==> src/logic/drcl_defines.svh <==
// Constants for the drive run-command terminal logic
`ifndef DRCL_DEFINES_SVH
`define DRCL_DEFINES_SVH

// Clock rate
`define DRCL_CLK_HZ 250000000
// Terminal operation modes
`define DRCL_MODE_OFF 3'h0
`define DRCL_MODE_TWO_A 3'h1
`define DRCL_MODE_TWO_B 3'h2
`define DRCL_MODE_THREE_A 3'h3
`define DRCL_MODE_THREE_B 3'h4
`define DRCL_MODE_PULSE 3'h5
// Stop modes
`define DRCL_STOP_RAMP 1'b0
`define DRCL_STOP_COAST 1'b1
// Frequency in units of 0.01 Hz
`define DRCL_FREQ_W 16
`define DRCL_STANDBY_STEP 16'h0001
`define DRCL_STEP_MIN 16'h0001
`define DRCL_STEP_MAX 16'h00C8
`define DRCL_RATE_MAX 16'h2710
`define DRCL_RATE_RESET 16'h01F4
`define DRCL_FREQ_MAX 16'hFFFF
// Tick of 10 ms for rate stepping and delay counting
`define DRCL_TICK_MS 10
`define DRCL_TICK_CYC ((`DRCL_CLK_HZ / 1000) * `DRCL_TICK_MS)
// Auto-start delay in 0.1 s units, 0.1 s .. 3000.0 s
`define DRCL_DELAY_W 15
`define DRCL_DELAY_MIN 15'h0001
`define DRCL_DELAY_MAX 15'h7530
`define DRCL_DELAY_RESET 15'h0258
`define DRCL_TICKS_PER_TENTH 10
// Debounce hold in microseconds; bounce longer than this counts as a press
`define DRCL_DEB_US 4
`define DRCL_DEB_CYC ((`DRCL_CLK_HZ / 1000000) * `DRCL_DEB_US)

`endif

==> src/logic/drcl_pkg.sv <==
// Types for the drive run-command terminal logic
package drcl_pkg;
    typedef enum logic [1:0] {
        DRCL_CMD_STOP = 2'b00,
        DRCL_CMD_FWD = 2'b01,
        DRCL_CMD_REV = 2'b10
    } drcl_cmd_t;

    typedef enum logic [3:0] {
        DRCL_ST_IDLE = 4'b0001,
        DRCL_ST_WAIT = 4'b0010,
        DRCL_ST_RUN = 4'b0100,
        DRCL_ST_RAMP = 4'b1000
    } drcl_state_t;
endpackage : drcl_pkg

==> src/logic/drcl_run_ctrl.sv <==
// Run-command decoding, stop handling and auto-start of a motor drive
`include "drcl_defines.svh"
`timescale 1ns/1ns
`default_nettype none
// Overview of operation
// - Mode codes zero to five select behaviour
// - Nonzero mode overrides other run sources
// - Mode 1: forward/reverse levels, both stops
// - Mode 2: forward enables, reverse picks direction
// - Mode 3: enable level, direction pulses start
// - Mode 4: enable level, pulse starts, level direction
// - Mode 5: terminal pulses toggle run and stop
// - Terminal roles map onto any input
// - Stop mode 0 ramps down to zero
// - Stop mode 1 cuts output at once
// - Running up/down changes by configured step
// - Standby up/down changes by 0.01 Hz
// - Held up/down changes at configured rate
// - Mode 3 direction memory survives stops
// - Power-up auto-start after delay, prior direction
// - Without auto-start, stay stopped until commanded
// - Auto-start delay 0.1 to 3000.0 seconds
module drcl_run_ctrl
    import drcl_pkg::*;
(
    // Clock and reset
    input wire logic clk_i,
    input wire logic srst_i,
    // Digital input pins and up/down keys
    input wire logic [4:0] digital_input_i,
    input wire logic up_key_i,
    input wire logic down_key_i,
    // Terminal role assignment, index 0..4
    input wire logic [2:0] forward_terminal_sel_i,
    input wire logic [2:0] reverse_terminal_sel_i,
    input wire logic [2:0] enable_terminal_sel_i,
    // Configuration
    input wire logic [2:0] terminal_run_mode_sel_i,
    input wire logic stop_mode_sel_i,
    input wire logic [15:0] updown_step_size_i,
    input wire logic [15:0] updown_change_rate_i,
    input wire logic [15:0] decel_step_i,
    input wire logic direction_memory_en_i,
    input wire logic autostart_on_powerup_en_i,
    input wire logic [14:0] autostart_delay_i,
    input wire logic freq_memory_en_i,
    input wire logic [15:0] default_target_freq_i,
    // Retained state restored at power-up
    input wire logic [15:0] saved_freq_i,
    input wire logic [1:0] saved_cmd_i,
    input wire logic saved_dir_i,
    // Command from other sources when terminals are off
    input wire logic [1:0] other_source_cmd_i,
    // Status
    output logic [1:0] run_cmd_o,
    output logic output_en_o,
    output logic reverse_o,
    output logic autostart_wait_o,
    output logic [15:0] target_freq_o,
    output logic [15:0] out_freq_o,
    output logic remembered_dir_o
);
    localparam int unsigned TICK_CYC = `DRCL_TICK_CYC;

    drcl_state_t state;
    drcl_state_t next_state;
    logic [4:0] di_level;
    logic [4:0] di_rise;
    logic up_level;
    logic up_rise;
    logic down_level;
    logic down_rise;
    logic [21:0] tick_cnt;
    logic tick;
    logic [3:0] tenth_cnt;
    logic [14:0] delay_cnt;
    logic [14:0] delay_lim;
    logic powerup_pend;
    logic fwd_lvl;
    logic rev_lvl;
    logic en_lvl;
    logic fwd_pls;
    logic rev_pls;
    drcl_cmd_t cur_cmd;
    drcl_cmd_t next_cmd;
    drcl_cmd_t req_cmd;
    logic [15:0] target;
    logic [15:0] freq;
    logic load_freq;
    logic coast;
    logic ramping;
    logic running;

    function automatic logic drcl_pick(input logic [4:0] v,
                                       input logic [2:0] sel);
        return (sel <= 3'h4) ? v[sel] : 1'b0;
    endfunction : drcl_pick

    genvar gi;
    generate
        for (gi = 0; gi < 5; gi++) begin : g_di
            drcl_input_filter u_filt (
                .clk_i(clk_i),
                .srst_i(srst_i),
                .pin_i(digital_input_i[gi]),
                .level_o(di_level[gi]),
                .rise_o(di_rise[gi])
            );
        end
    endgenerate

    drcl_input_filter u_up (
        .clk_i(clk_i),
        .srst_i(srst_i),
        .pin_i(up_key_i),
        .level_o(up_level),
        .rise_o(up_rise)
    );

    drcl_input_filter u_down (
        .clk_i(clk_i),
        .srst_i(srst_i),
        .pin_i(down_key_i),
        .level_o(down_level),
        .rise_o(down_rise)
    );

    // Role mapping of the three terminals onto the five inputs
    always_comb begin
        fwd_lvl = drcl_pick(di_level, forward_terminal_sel_i);
        rev_lvl = drcl_pick(di_level, reverse_terminal_sel_i);
        en_lvl = drcl_pick(di_level, enable_terminal_sel_i);
        fwd_pls = drcl_pick(di_rise, forward_terminal_sel_i);
        rev_pls = drcl_pick(di_rise, reverse_terminal_sel_i);
    end

    // 10 ms tick shared by rate stepping and delay counting
    always_ff @(posedge clk_i) begin
        if (srst_i) begin
            tick_cnt <= 22'h00_0000;
            tick <= 1'b0;
        end else if (tick_cnt == 22'(TICK_CYC - 1)) begin
            tick_cnt <= 22'h00_0000;
            tick <= 1'b1;
        end else begin
            tick_cnt <= tick_cnt + 22'h00_0001;
            tick <= 1'b0;
        end
    end

    // Command decode per terminal mode
    always_comb begin
        req_cmd = cur_cmd;
        unique case (terminal_run_mode_sel_i)
            `DRCL_MODE_OFF: begin
                req_cmd = drcl_cmd_t'(other_source_cmd_i);
                if (req_cmd == 2'b11) begin
                    req_cmd = DRCL_CMD_STOP;
                end
            end
            `DRCL_MODE_TWO_A: begin
                unique case ({rev_lvl, fwd_lvl})
                    2'b01: req_cmd = DRCL_CMD_FWD;
                    2'b10: req_cmd = DRCL_CMD_REV;
                    default: req_cmd = DRCL_CMD_STOP;
                endcase
            end
            `DRCL_MODE_TWO_B: begin
                req_cmd = !fwd_lvl ? DRCL_CMD_STOP
                        : (rev_lvl ? DRCL_CMD_REV : DRCL_CMD_FWD);
            end
            `DRCL_MODE_THREE_A: begin
                if (!en_lvl) begin
                    req_cmd = DRCL_CMD_STOP;
                end else if (fwd_pls) begin
                    req_cmd = DRCL_CMD_FWD;
                end else if (rev_pls) begin
                    req_cmd = DRCL_CMD_REV;
                end
            end
            `DRCL_MODE_THREE_B: begin
                if (!en_lvl) begin
                    req_cmd = DRCL_CMD_STOP;
                end else if (fwd_pls || cur_cmd != DRCL_CMD_STOP) begin
                    req_cmd = rev_lvl ? DRCL_CMD_REV : DRCL_CMD_FWD;
                end
            end
            `DRCL_MODE_PULSE: begin
                if (fwd_pls) begin
                    req_cmd = (cur_cmd == DRCL_CMD_STOP) ? DRCL_CMD_FWD
                            : DRCL_CMD_STOP;
                end else if (rev_pls) begin
                    req_cmd = (cur_cmd == DRCL_CMD_STOP) ? DRCL_CMD_REV
                            : DRCL_CMD_STOP;
                end
            end
            default: req_cmd = DRCL_CMD_STOP;
        endcase
    end

    // Any nonzero terminal mode shuts out the other run sources
    assign next_cmd = req_cmd;

    // Auto-start delay limit in 0.1 s units, clamped to its range
    always_comb begin
        delay_lim = autostart_delay_i;
        if (delay_lim < `DRCL_DELAY_MIN) begin
            delay_lim = `DRCL_DELAY_MIN;
        end else if (delay_lim > `DRCL_DELAY_MAX) begin
            delay_lim = `DRCL_DELAY_MAX;
        end
    end

    always_comb begin
        next_state = state;
        unique case (state)
            DRCL_ST_IDLE: begin
                if (powerup_pend && autostart_on_powerup_en_i &&
                    saved_cmd_i != 2'b00) begin
                    next_state = DRCL_ST_WAIT;
                end else if (next_cmd != DRCL_CMD_STOP) begin
                    next_state = DRCL_ST_RUN;
                end
            end
            DRCL_ST_WAIT: begin
                if (delay_cnt >= delay_lim) begin
                    next_state = DRCL_ST_RUN;
                end
            end
            DRCL_ST_RUN: begin
                if (next_cmd == DRCL_CMD_STOP) begin
                    next_state = (stop_mode_sel_i == `DRCL_STOP_COAST)
                               ? DRCL_ST_IDLE : DRCL_ST_RAMP;
                end
            end
            DRCL_ST_RAMP: begin
                if (next_cmd != DRCL_CMD_STOP) begin
                    next_state = DRCL_ST_RUN;
                end else if (freq == 16'h0000) begin
                    next_state = DRCL_ST_IDLE;
                end
            end
            default: next_state = DRCL_ST_IDLE;
        endcase
    end

    always_ff @(posedge clk_i) begin
        if (srst_i) begin
            state <= DRCL_ST_IDLE;
        end else begin
            state <= next_state;
        end
    end

    // Power-up is the first cycle out of reset; it is consumed once
    always_ff @(posedge clk_i) begin
        if (srst_i) begin
            powerup_pend <= 1'b1;
        end else if (state == DRCL_ST_IDLE) begin
            powerup_pend <= 1'b0;
        end
    end

    always_ff @(posedge clk_i) begin
        if (srst_i || state != DRCL_ST_WAIT) begin
            tenth_cnt <= 4'h0;
            delay_cnt <= 15'h0000;
        end else if (tick) begin
            if (tenth_cnt == 4'(`DRCL_TICKS_PER_TENTH - 1)) begin
                tenth_cnt <= 4'h0;
                delay_cnt <= delay_cnt + 15'h0001;
            end else begin
                tenth_cnt <= tenth_cnt + 4'h1;
            end
        end
    end

    // Current direction command; auto-start restores the prior one
    always_ff @(posedge clk_i) begin
        if (srst_i) begin
            cur_cmd <= DRCL_CMD_STOP;
        end else if (state == DRCL_ST_WAIT && next_state == DRCL_ST_RUN) begin
            cur_cmd <= (saved_cmd_i == 2'b10) ? DRCL_CMD_REV
                     : DRCL_CMD_FWD;
        end else if (state == DRCL_ST_WAIT) begin
            cur_cmd <= DRCL_CMD_STOP;
        end else begin
            cur_cmd <= next_cmd;
        end
    end

    // Direction memory, loaded from retained state after reset
    always_ff @(posedge clk_i) begin
        if (srst_i) begin
            remembered_dir_o <= 1'b0;
        end else if (powerup_pend) begin
            remembered_dir_o <= direction_memory_en_i & saved_dir_i;
        end else if (!direction_memory_en_i) begin
            remembered_dir_o <= 1'b0;
        end else if (cur_cmd == DRCL_CMD_FWD) begin
            remembered_dir_o <= 1'b0;
        end else if (cur_cmd == DRCL_CMD_REV) begin
            remembered_dir_o <= 1'b1;
        end
    end

    assign running = (state == DRCL_ST_RUN);
    assign ramping = (state == DRCL_ST_RAMP);
    assign coast = (state == DRCL_ST_RUN) && (next_state == DRCL_ST_IDLE);
    // Frequency memory picks the restored value, else the default
    assign load_freq = powerup_pend;

    drcl_freq_ramp u_ramp (
        .clk_i(clk_i),
        .srst_i(srst_i),
        .tick_i(tick),
        .step_size_i(updown_step_size_i),
        .change_rate_i(updown_change_rate_i),
        .decel_step_i(decel_step_i),
        .init_freq_i(freq_memory_en_i ? saved_freq_i
                                      : default_target_freq_i),
        .load_i(load_freq),
        .running_i(running),
        .up_press_i(up_rise),
        .down_press_i(down_rise),
        .up_hold_i(up_level),
        .down_hold_i(down_level),
        .ramp_down_i(ramping),
        .coast_i(coast),
        .target_o(target),
        .out_freq_o(freq)
    );

    // Registered outputs
    always_ff @(posedge clk_i) begin
        if (srst_i) begin
            run_cmd_o <= 2'b00;
            output_en_o <= 1'b0;
            reverse_o <= 1'b0;
            autostart_wait_o <= 1'b0;
            target_freq_o <= 16'h0000;
            out_freq_o <= 16'h0000;
        end else begin
            run_cmd_o <= cur_cmd;
            output_en_o <= running || ramping;
            if (cur_cmd == DRCL_CMD_REV) begin
                reverse_o <= 1'b1;
            end else if (cur_cmd == DRCL_CMD_FWD) begin
                reverse_o <= 1'b0;
            end else if (terminal_run_mode_sel_i == `DRCL_MODE_THREE_A) begin
                reverse_o <= remembered_dir_o;
            end
            autostart_wait_o <= (state == DRCL_ST_WAIT);
            target_freq_o <= target;
            out_freq_o <= freq;
        end
    end
endmodule : drcl_run_ctrl
`default_nettype wire

==> src/logic/drcl_input_filter.sv <==
// Three-stage synchroniser and debounce for one terminal input
`include "drcl_defines.svh"
`timescale 1ns/1ns
`default_nettype none
module drcl_input_filter (
    // Clock and reset
    input wire logic clk_i,
    input wire logic srst_i,
    // Raw pin and filtered level
    input wire logic pin_i,
    output logic level_o,
    output logic rise_o
);
    localparam int unsigned DEB_CYC = `DRCL_DEB_CYC;
    logic sync_a;
    logic sync_b;
    logic sync_c;
    logic [17:0] hold_cnt;

    always_ff @(posedge clk_i) begin
        if (srst_i) begin
            sync_a <= 1'b0;
            sync_b <= 1'b0;
            sync_c <= 1'b0;
        end else begin
            sync_a <= pin_i;
            sync_b <= sync_a;
            sync_c <= sync_b;
        end
    end

    // Level is taken only after stages two and three agree for a hold
    always_ff @(posedge clk_i) begin
        if (srst_i) begin
            hold_cnt <= 18'h0_0000;
            level_o <= 1'b0;
            rise_o <= 1'b0;
        end else begin
            rise_o <= 1'b0;
            if (sync_b != sync_c || sync_c == level_o) begin
                hold_cnt <= 18'h0_0000;
            end else if (hold_cnt == 18'(DEB_CYC - 1)) begin
                hold_cnt <= 18'h0_0000;
                level_o <= sync_c;
                rise_o <= sync_c;
            end else begin
                hold_cnt <= hold_cnt + 18'h0_0001;
            end
        end
    end
endmodule : drcl_input_filter
`default_nettype wire

==> src/logic/drcl_freq_ramp.sv <==
// Target frequency stepping and output frequency ramp
`include "drcl_defines.svh"
`timescale 1ns/1ns
`default_nettype none
module drcl_freq_ramp (
    // Clock and reset
    input wire logic clk_i,
    input wire logic srst_i,
    // Timing
    input wire logic tick_i,
    // Settings
    input wire logic [15:0] step_size_i,
    input wire logic [15:0] change_rate_i,
    input wire logic [15:0] decel_step_i,
    input wire logic [15:0] init_freq_i,
    input wire logic load_i,
    // Operator controls
    input wire logic running_i,
    input wire logic up_press_i,
    input wire logic down_press_i,
    input wire logic up_hold_i,
    input wire logic down_hold_i,
    input wire logic ramp_down_i,
    input wire logic coast_i,
    // Results
    output logic [15:0] target_o,
    output logic [15:0] out_freq_o
);
    logic [15:0] step;
    logic [15:0] hold_step;
    logic [16:0] up_sum;

    function automatic logic [15:0] drcl_clamp_step(input logic [15:0] s);
        if (s < `DRCL_STEP_MIN) begin
            return `DRCL_STEP_MIN;
        end else if (s > `DRCL_STEP_MAX) begin
            return `DRCL_STEP_MAX;
        end
        return s;
    endfunction : drcl_clamp_step

    always_comb begin
        // Standby steps are fixed, running steps follow the setting
        step = running_i ? drcl_clamp_step(step_size_i)
                         : `DRCL_STANDBY_STEP;
        // Rate is in 0.01 Hz/s; per 10 ms tick that is rate/100
        hold_step = (change_rate_i > `DRCL_RATE_MAX) ? 16'(`DRCL_RATE_MAX / 100)
                  : 16'(change_rate_i / 16'h0064);
        if (hold_step == 16'h0000) begin
            hold_step = 16'h0001;
        end
        up_sum = {1'b0, target_o} + {1'b0, step};
    end

    always_ff @(posedge clk_i) begin
        if (srst_i) begin
            target_o <= 16'h0000;
        end else if (load_i) begin
            target_o <= init_freq_i;
        end else if (up_press_i) begin
            target_o <= up_sum[16] ? `DRCL_FREQ_MAX : up_sum[15:0];
        end else if (down_press_i) begin
            target_o <= (target_o > step) ? target_o - step : 16'h0000;
        end else if (tick_i && up_hold_i) begin
            target_o <= (`DRCL_FREQ_MAX - target_o > hold_step)
                      ? target_o + hold_step : `DRCL_FREQ_MAX;
        end else if (tick_i && down_hold_i) begin
            target_o <= (target_o > hold_step)
                      ? target_o - hold_step : 16'h0000;
        end
    end

    // Output frequency follows target while running, decays on a ramp stop, drops to zero on a coast stop
    always_ff @(posedge clk_i) begin
        if (srst_i) begin
            out_freq_o <= 16'h0000;
        end else if (coast_i) begin
            out_freq_o <= 16'h0000;
        end else if (tick_i && ramp_down_i) begin
            out_freq_o <= (out_freq_o > decel_step_i)
                        ? out_freq_o - decel_step_i : 16'h0000;
        end else if (running_i && !ramp_down_i) begin
            out_freq_o <= target_o;
        end
    end
endmodule : drcl_freq_ramp
`default_nettype wire

==> config.mk <==
export PLATFORM = sky130hd
export DESIGN_NAME = drcl_run_ctrl
export DESIGN_NICKNAME = d
export VERILOG_FILES = /design/src/logic/drcl_pkg.sv /design/src/logic/drcl_run_ctrl.sv /design/src/logic/drcl_input_filter.sv /design/src/logic/drcl_freq_ramp.sv
export VERILOG_INCLUDE_DIRS = /design/src /design/src/logic
export SDC_FILE = /design/constraint.sdc
export NUM_CORES = 1
export LEC_CHECK = 0
export BUFFER_PORTS_ARGS = -buffer_cell sky130_fd_sc_hd__buf_2
export CAP_MARGIN = 20
export CELL_PAD_IN_SITES_DETAIL_PLACEMENT = 1
export CELL_PAD_IN_SITES_GLOBAL_PLACEMENT = 1
export CORE_MARGIN = 5
export CORE_UTILIZATION = 35
export CTS_CLUSTER_SIZE = 40
export DETAILED_ROUTE_END_ITERATION = 16
export GPL_TIMING_DRIVEN = 1
export PLACE_DENSITY_LB_ADDON = 0.12
export SYNTH_ARGS = -nofsm -noshare
export SYNTH_HDL_FRONTEND = slang
export SYNTH_HIERARCHICAL = 1
export SYNTH_SLANG_ARGS = --single-unit
==> constraint.sdc <==
create_clock -name clk_i -period 11.4 [get_ports clk_i]
set_input_delay 3.42 -clock clk_i [delete_from_list [all_inputs] [get_ports clk_i]]
set_output_delay 3.42 -clock clk_i [all_outputs]
set_load 0.02 [all_outputs]
[Word level (Yosys, flattened, before mapping)]
Cells that the tools add are included.
Word-level totals
  bits of input ports: 125
  word-level logic and storage cells: 274
  output and inout bits: 38
  flip-flop bits (word level): 280
Cells by class
  div/mod/pow operators: 1
  $add $sub $neg: 16
  bitwise gates (word level): 15
  equality and inequality tests: 42
  magnitude comparators: 16
  reductions and logical operators: 54
  mux-type cells: 72
Operators by type and width (count)
  $mux 16: 19
  $add 18x1->18 const B: 7
  $eq 18x10->1 const B: 7
  $gt 16x16->1: 4
  $sub 16x16->16: 3
  $reduce_or 3->1: 14
  $logic_not 16->1: 2
  $mux 4: 8
  $mux 15: 2
  $mux 2: 14
  $add 22x1->22 const B: 1
  $eq 22x22->1 const B: 1
  $mux 1: 21
  $add 16x16->17: 1
  $add 16x16->16: 1
  $div 16x7->16 const B: 1
  $gt 16x14->1 const B: 1
  $gt 16x8->1 const B: 1
  $lt 16x1->1 const B: 1
  $pmux 4 s4: 1
  $reduce_and 2->1: 8
  $sub 16x16->16 const A: 1
  $add 15x1->15 const B: 1
  $bmux 1 s3: 5
  32 further kinds: 91

[Depth between registers and ports, before layout]
  word-level depth: 14
  gate-level depth with buffers: 47
  depth with buffers taken out: 40

[Modules after synthesis]
The synthesis kept the hierarchy.
By module, submodules not included
  drcl_freq_ramp: area an instance 7317.0 sq um, instances 1, cells an instance 1062, seq. area each 640.6 sq um
  drcl_input_filter: area an instance 1041.0 sq um, instances 7, cells an instance 113, seq. area each 460.4 sq um
  drcl_run_ctrl: area an instance 4445.5 sq um, instances 1, cells an instance 487, seq. area each 1741.7 sq um

[Worst setup path before layout]
OpenSTA, ideal clock, no wires.
  path type: input to register
  start point: input port updown_change_rate_i[12]
  end point: register u_ramp.target_o[13]
  buffers on the path: 3
  stages: 42
  library setup time: 0.078 ns
  data required time: 11.322 ns
  data arrival time: 11.107 ns
  slack: 0.215 ns
  cell sequence: buf_6 or3_4 a22o_1 o21ai_1 nor3_1 or3_1 buf_6 a21o_1 or2_0 buf_6 a31oi_4 o221ai_2 o21a_1 mux2_4 and4b_1 a21oi_1 o2111a_1 o22ai_1 [6 not listed] o21ba_2 o21bai_1 a21oi_1 o21bai_1 a21oi_1 o21bai_1 a21oi_1 o21bai_1 nand2b_1 a21oi_1 or2_1 nor2_1 a211oi_1 o21bai_1 o22ai_1 a2111oi_0 a211oi_1 nor3_1
Between the ends
  longest elaborated chain between the ends: 11
  elaborated cells on any way between the ends: 16
  those cells by class: add/sub: 2; div: 1; order compare: 3; mux: 9; reduce/logical: 1
Ends and longest elaborated chain
  start, declared: RTL line drcl_run_ctrl.sv:41  | input wire logic [15:0] updown_change_rate_i,
  $div 16x7->16 / $gt 16x14->1 (equally long branches)
  $mux 16 *: RTL line drcl_freq_ramp.sv:47  | hold_step = (change_rate_i > `DRCL_RATE_MAX) ? 16'(`DRCL_RATE_MAX / 100)
  $logic_not 16->1: RTL line drcl_freq_ramp.sv:49  | if (hold_step == 16'h0000) begin
  $mux 16 *: RTL line drcl_freq_ramp.sv:49
  $sub 16x16->16 / $gt 16x16->1 (equally long branches): RTL line drcl_freq_ramp.sv:69, drcl_freq_ramp.sv:68
  $mux 16: RTL line drcl_freq_ramp.sv:69  | ? target_o - hold_step : 16'h0000;
  $mux 16: RTL line drcl_freq_ramp.sv:67  | end else if (tick_i && down_hold_i) begin
  $mux 16 *: RTL line drcl_freq_ramp.sv:64  | end else if (tick_i && up_hold_i) begin
  $mux 16 *: RTL line drcl_freq_ramp.sv:62  | end else if (down_press_i) begin
  $mux 16 *: RTL line drcl_freq_ramp.sv:60  | end else if (up_press_i) begin
  $mux 16 *: RTL line drcl_freq_ramp.sv:58  | end else if (load_i) begin
  end signal, assigned: RTL line drcl_freq_ramp.sv:59  | target_o <= init_freq_i;
  end signal, assigned: RTL line drcl_freq_ramp.sv:61  | target_o <= up_sum[16] ? `DRCL_FREQ_MAX : up_sum[15:0];
  end signal, assigned: RTL line drcl_freq_ramp.sv:63  | target_o <= (target_o > step) ? target_o - step : 16'h0000;
  end, declared: RTL line drcl_freq_ramp.sv:26  | output logic [15:0] target_o,
Every way passes the cells marked *; elsewhere a longest branch is shown, timed or not. The select of a mux whose other input is x is not followed.
A chain may end at the register's enable or synchronous reset.

[Final worst setup path]
  start point: input port updown_change_rate_i[12]
  end point: register u_ramp.target_o[15]
The elaborated chain is that of the path after synthesis.

==> impl_results.md <==
* Number of standard-cell rows in the floorplan at 85
* Pin slew with the least headroom to its limit at 0.902 ns
* TritonCTS Buffers at 37
* Number of global-route vias before repair at 18700
* Crit Path Max Fanout at 7
* Type of the most critical hold path: flop to flop
* Largest area contributor in the synthesized netlist: sky130_fd_sc_hd__dfxtp_1
* Cell with the biggest individual delay on the critical path: sky130_fd_sc_hd__or3_4
* Synth-to-layout area growth at 22.8%
* Maximum clock skew at final layout at 0.0243 ns
* Post-synthesis instance area at 19000 um2
* Leading cell types by total area after synthesis: sky130_fd_sc_hd__dfxtp_1 (29%), sky130_fd_sc_hd__ha_1 (7.2%), sky130_fd_sc_hd__a21oi_1 (4.5%), sky130_fd_sc_hd__nor2_1 (4.3%), sky130_fd_sc_hd__xor2_1 (4.1%)
* Slack of the worst reg-to-reg path at 5.53 ns
* Min setup slack post-route at 0.0969 ns
* Total global routing overflow at 0
* Average wire per standard cell at 18.1 um
* CTS Sinks at 280
* Worst rel slew slack at 39.7%
* Leakage power figure at 0.00906 uW
* Buffers on Ports at 162
* Combinational group share of total power at 38.6%
* Fraction of final layout cells sized beyond drive strength 1 at 23.4%
* Synth Flop Type: sky130_fd_sc_hd__dfxtp_1
* Number of instances in the placed design at 3277
* Mean area per synthesized cell at 8.14 um2
* CP Capture Type: flop
* Max Fclk at 0.0885 GHz
* Fraction of post-synthesis cell area in the top cell type by area at 29.4%
* Overall global routing resource usage at 19.4%
* Mean number of vias per cell at 5.40
* Sequential cell area in the final layout at 5610 um2
* Max Transition Viols Final at 0
* Share of total power in sequential cells at 30.0%
* Unrepaired setup endpoints after global routing: true
* Most congested layer reported by global routing: met2
* Starting density of the core at 35.3%
* Setup violations, final at 0
* YS warnings at 6
* CP Class: input port to flop
* Utilization after layout at 43.4%
* GR Layer Usage met1 at 26.3%
* DRC viols at 0
* Max Buffers Root-to-Sink at 3
* EDFF count, synth at 0
* Detailed Route WL at 60.8 mm
* Post-route fraction of the period consumed by the critical path at 99.1%
* Drt pass-1 iters at 5
* CP Launch Type: input port
* Register area share after synthesis at 29.4%
* Final cell count without fillers at 3357
* Largest stage delay, worst path at 0.43 ns
* Root buf cell: sky130_fd_sc_hd__clkbuf_16
* Shortest period the worst path allows at 11.30 ns
* Clock network power share at 31.5%
* H-tree depth at 2
* Max Cap Viol at 0
* Async set-reset flop share out of synthesis at 0%
* Width of the chip at 243 um
* Count of pins on the block boundary at 163
* Total core area at 53900 um2
* Largest net degree at the start of global routing at 67
* Die H at 243 um
* Net switching power figure at 1220 uW
* Global routing met2 resource utilization at 33.1%
* Status: completed
* Clock latency of the later-clocked register in the worst-skew pair at 0.56 ns
* Clock transition at the registers of the reported paths at 0.06 ns
* Final hold violation count at 0
* Floorplan die area at 59200 um2
* Wire length of the first global-routing pass at 97.1 mm
* Vias at 18100
* FF+latch count, synth at 280
* Fill cell total of the finished layout at 6490
* Data arrival time at the worst-slack endpoint at 11.78 ns
* Count of mapped cells out of synthesis at 2340
* DRT iter0 DRCs at 711
* Power per cell area at 150 nW/um2
* ANT nets after route at 0
* GR Util met3 at 2.66%
* Weighted congestion reported at the end of routability-driven placement at 0.858
* Number of nets in the layout at 2884
* Switch share at 34.7%
* Netlist cell types at 121
* ANT cells at 0
* Worst-case vdd ir drop at 76.2 uV
* Internal at 2290 uW
* Critical path required time at 11.87 ns
* TritonCTS clock tree: yes
* Initial antenna violation count at 1
* Multi-input combinational cell area at 13100 um2
* Sum of net half-perimeters after detailed placement at 46.0 mm
* Pre-CTS worst setup slack at -0.732 ns
-- layer usage --
layer  routed length, um  share of wire, %
met1               29400                48
met2               28400                47
met3                1960               3.2
met4                1040               1.7
met5                  13             0.021
-- registers in the layout (all words and copies together) (netlist names), 15 cells and up --
| register | count |
|---|---|
| delay_cnt | 15 |
| g_di.u_filt/hold_cnt | 90 |
| out_freq_o | 16 |
| target_freq_o | 16 |
| tick_cnt | 22 |
| u_down/hold_cnt | 18 |
| u_ramp/out_freq_o | 16 |
| u_ramp/target_o | 16 |
| u_up/hold_cnt | 18 |
-- final cells by class --
class / instances / share of cell area (%)
clock buffers: 46 / 4.36
clock inverters: 10 / 0.444
inverters: 120 / 1.92
multi-input cells: 1868 / 56.0
flip-flops and latches: 280 / 24.0
well taps: 696 / 3.72
repair buffers: 337 / 9.58
-- critical path: cells and delay by family --
kind	cells	cell delay, ns
AO/OA/AOI/OAI	24	4.18
adder cells (fa/ha/maj)	3	0.90
multiplexers	2	0.37
AND/OR/NAND/NOR	9	1.81
buffers and inverters	6	0.93
XOR/XNOR	1	0.17
-- worst paths after layout --
check | depth (start not counted) | end | start
worst max-delay path | 45 | u_ramp/target_o[15] | updown_change_rate_i[12]
worst min-delay path | 1 | g_di[4].u_filt/sync_b | g_di[4].u_filt/sync_a
worst min register to register | 1 | g_di[4].u_filt/sync_b | g_di[4].u_filt/sync_a
worst max register to register | 24 | u_ramp/target_o[13] | state[2]
-- synthesized netlist by cell type, types with 10 or more instances --
library cell,count
sky130_fd_sc_hd__o21ai_0,113
sky130_fd_sc_hd__mux2_2,19
sky130_fd_sc_hd__xor2_1,90
sky130_fd_sc_hd__a31oi_1,13
sky130_fd_sc_hd__mux2i_1,13
sky130_fd_sc_hd__nor2_1,218
sky130_fd_sc_hd__buf_2,10
sky130_fd_sc_hd__or3_2,14
sky130_fd_sc_hd__dfxtp_1,280
sky130_fd_sc_hd__nor2b_1,76
sky130_fd_sc_hd__o21bai_1,45
sky130_fd_sc_hd__and2_1,13
sky130_fd_sc_hd__a221oi_1,10
sky130_fd_sc_hd__o31ai_1,24
sky130_fd_sc_hd__o211ai_1,19
sky130_fd_sc_hd__a21oi_1,172
sky130_fd_sc_hd__nor4b_1,13
sky130_fd_sc_hd__clkbuf_1,60
sky130_fd_sc_hd__inv_1,120
sky130_fd_sc_hd__nand4_1,61
sky130_fd_sc_hd__buf_6,20
sky130_fd_sc_hd__a211oi_1,20
sky130_fd_sc_hd__ha_1,110
sky130_fd_sc_hd__a21o_1,40
sky130_fd_sc_hd__and3_1,20
sky130_fd_sc_hd__and4_4,14
sky130_fd_sc_hd__and4_1,12
sky130_fd_sc_hd__nor3_1,52
sky130_fd_sc_hd__nor4_1,45
sky130_fd_sc_hd__nand3b_1,27
sky130_fd_sc_hd__nand3_1,93
sky130_fd_sc_hd__xnor2_1,60
sky130_fd_sc_hd__o22ai_1,11
sky130_fd_sc_hd__nand2b_1,19
sky130_fd_sc_hd__o21a_1,10
sky130_fd_sc_hd__nand2_1,165
-- kinds of logic (layout without fill, tap and decap cells) --
| group | Yosys count | count (layout) | share of synthesized area (%) |
|---|---|---|---|
| compound gates | 599 | 599 | 21.2 |
| xor+xnor | 151 | 151 | 6.98 |
| fa+ha+maj | 118 | 118 | 7.91 |
| buf+inv | 217 | 513 | 5.19 |
| flops | 280 | 280 | 29.4 |
| mux | 36 | 36 | 2.13 |
| other cells | 2 | 27 | 0.0394 |
| simple gates | 937 | 937 | 27.1 |
-- metrics by stage --
stage / hold slack [ns] / area (um2) / TNS, ns / power (uW)
6_report: 0.442 / 23400 / 0 / 3510
4_1_cts: 0.446 / 22600 / 0 / 3360
2_1_floorplan: 0.414 / 19100 / 0 / 1750
3_5_place_dp: 0.428 / 21400 / -7.91 / 2210
3_3_place_gp: 0.420 / 21400 / -5.40 / 2190
5_1_grt: 0.461 / 23400 / -2.76 / 3710
-- timing repair --
action	4_1_cts	5_1_grt
setup buffers	0	22
resized for setup	9	147
setup endpoints to repair	4	16
cloned	0	1
pin swaps	2	67
hold buffers	0	0
-- placed cells by master (no fill, tap or decap), drive strengths merged, types with 46 or more instances in the layout --
cell,count
nor2b,76
a21oi,181
nor4,46
inv,121
nand2,172
nand3,100
buf,335
nor2,221
nor3,53
nand4,61
dfxtp,280
xnor2,61
clkbuf,47
xor2,90
ha,110
o21ai,129
-- power groups by stage --
stage / sequential (uW) / combinational (uW) / clock, uW
after CTS: 1050 / 1150 / 1150
after floorplan: 1050 / 698 / 0
after detailed placement: 1070 / 1140 / 0
after global routing: 1060 / 1460 / 1190
final: 1050 / 1350 / 1100
after global placement: 1070 / 1120 / 0
(Power assumes the default switching activity.)
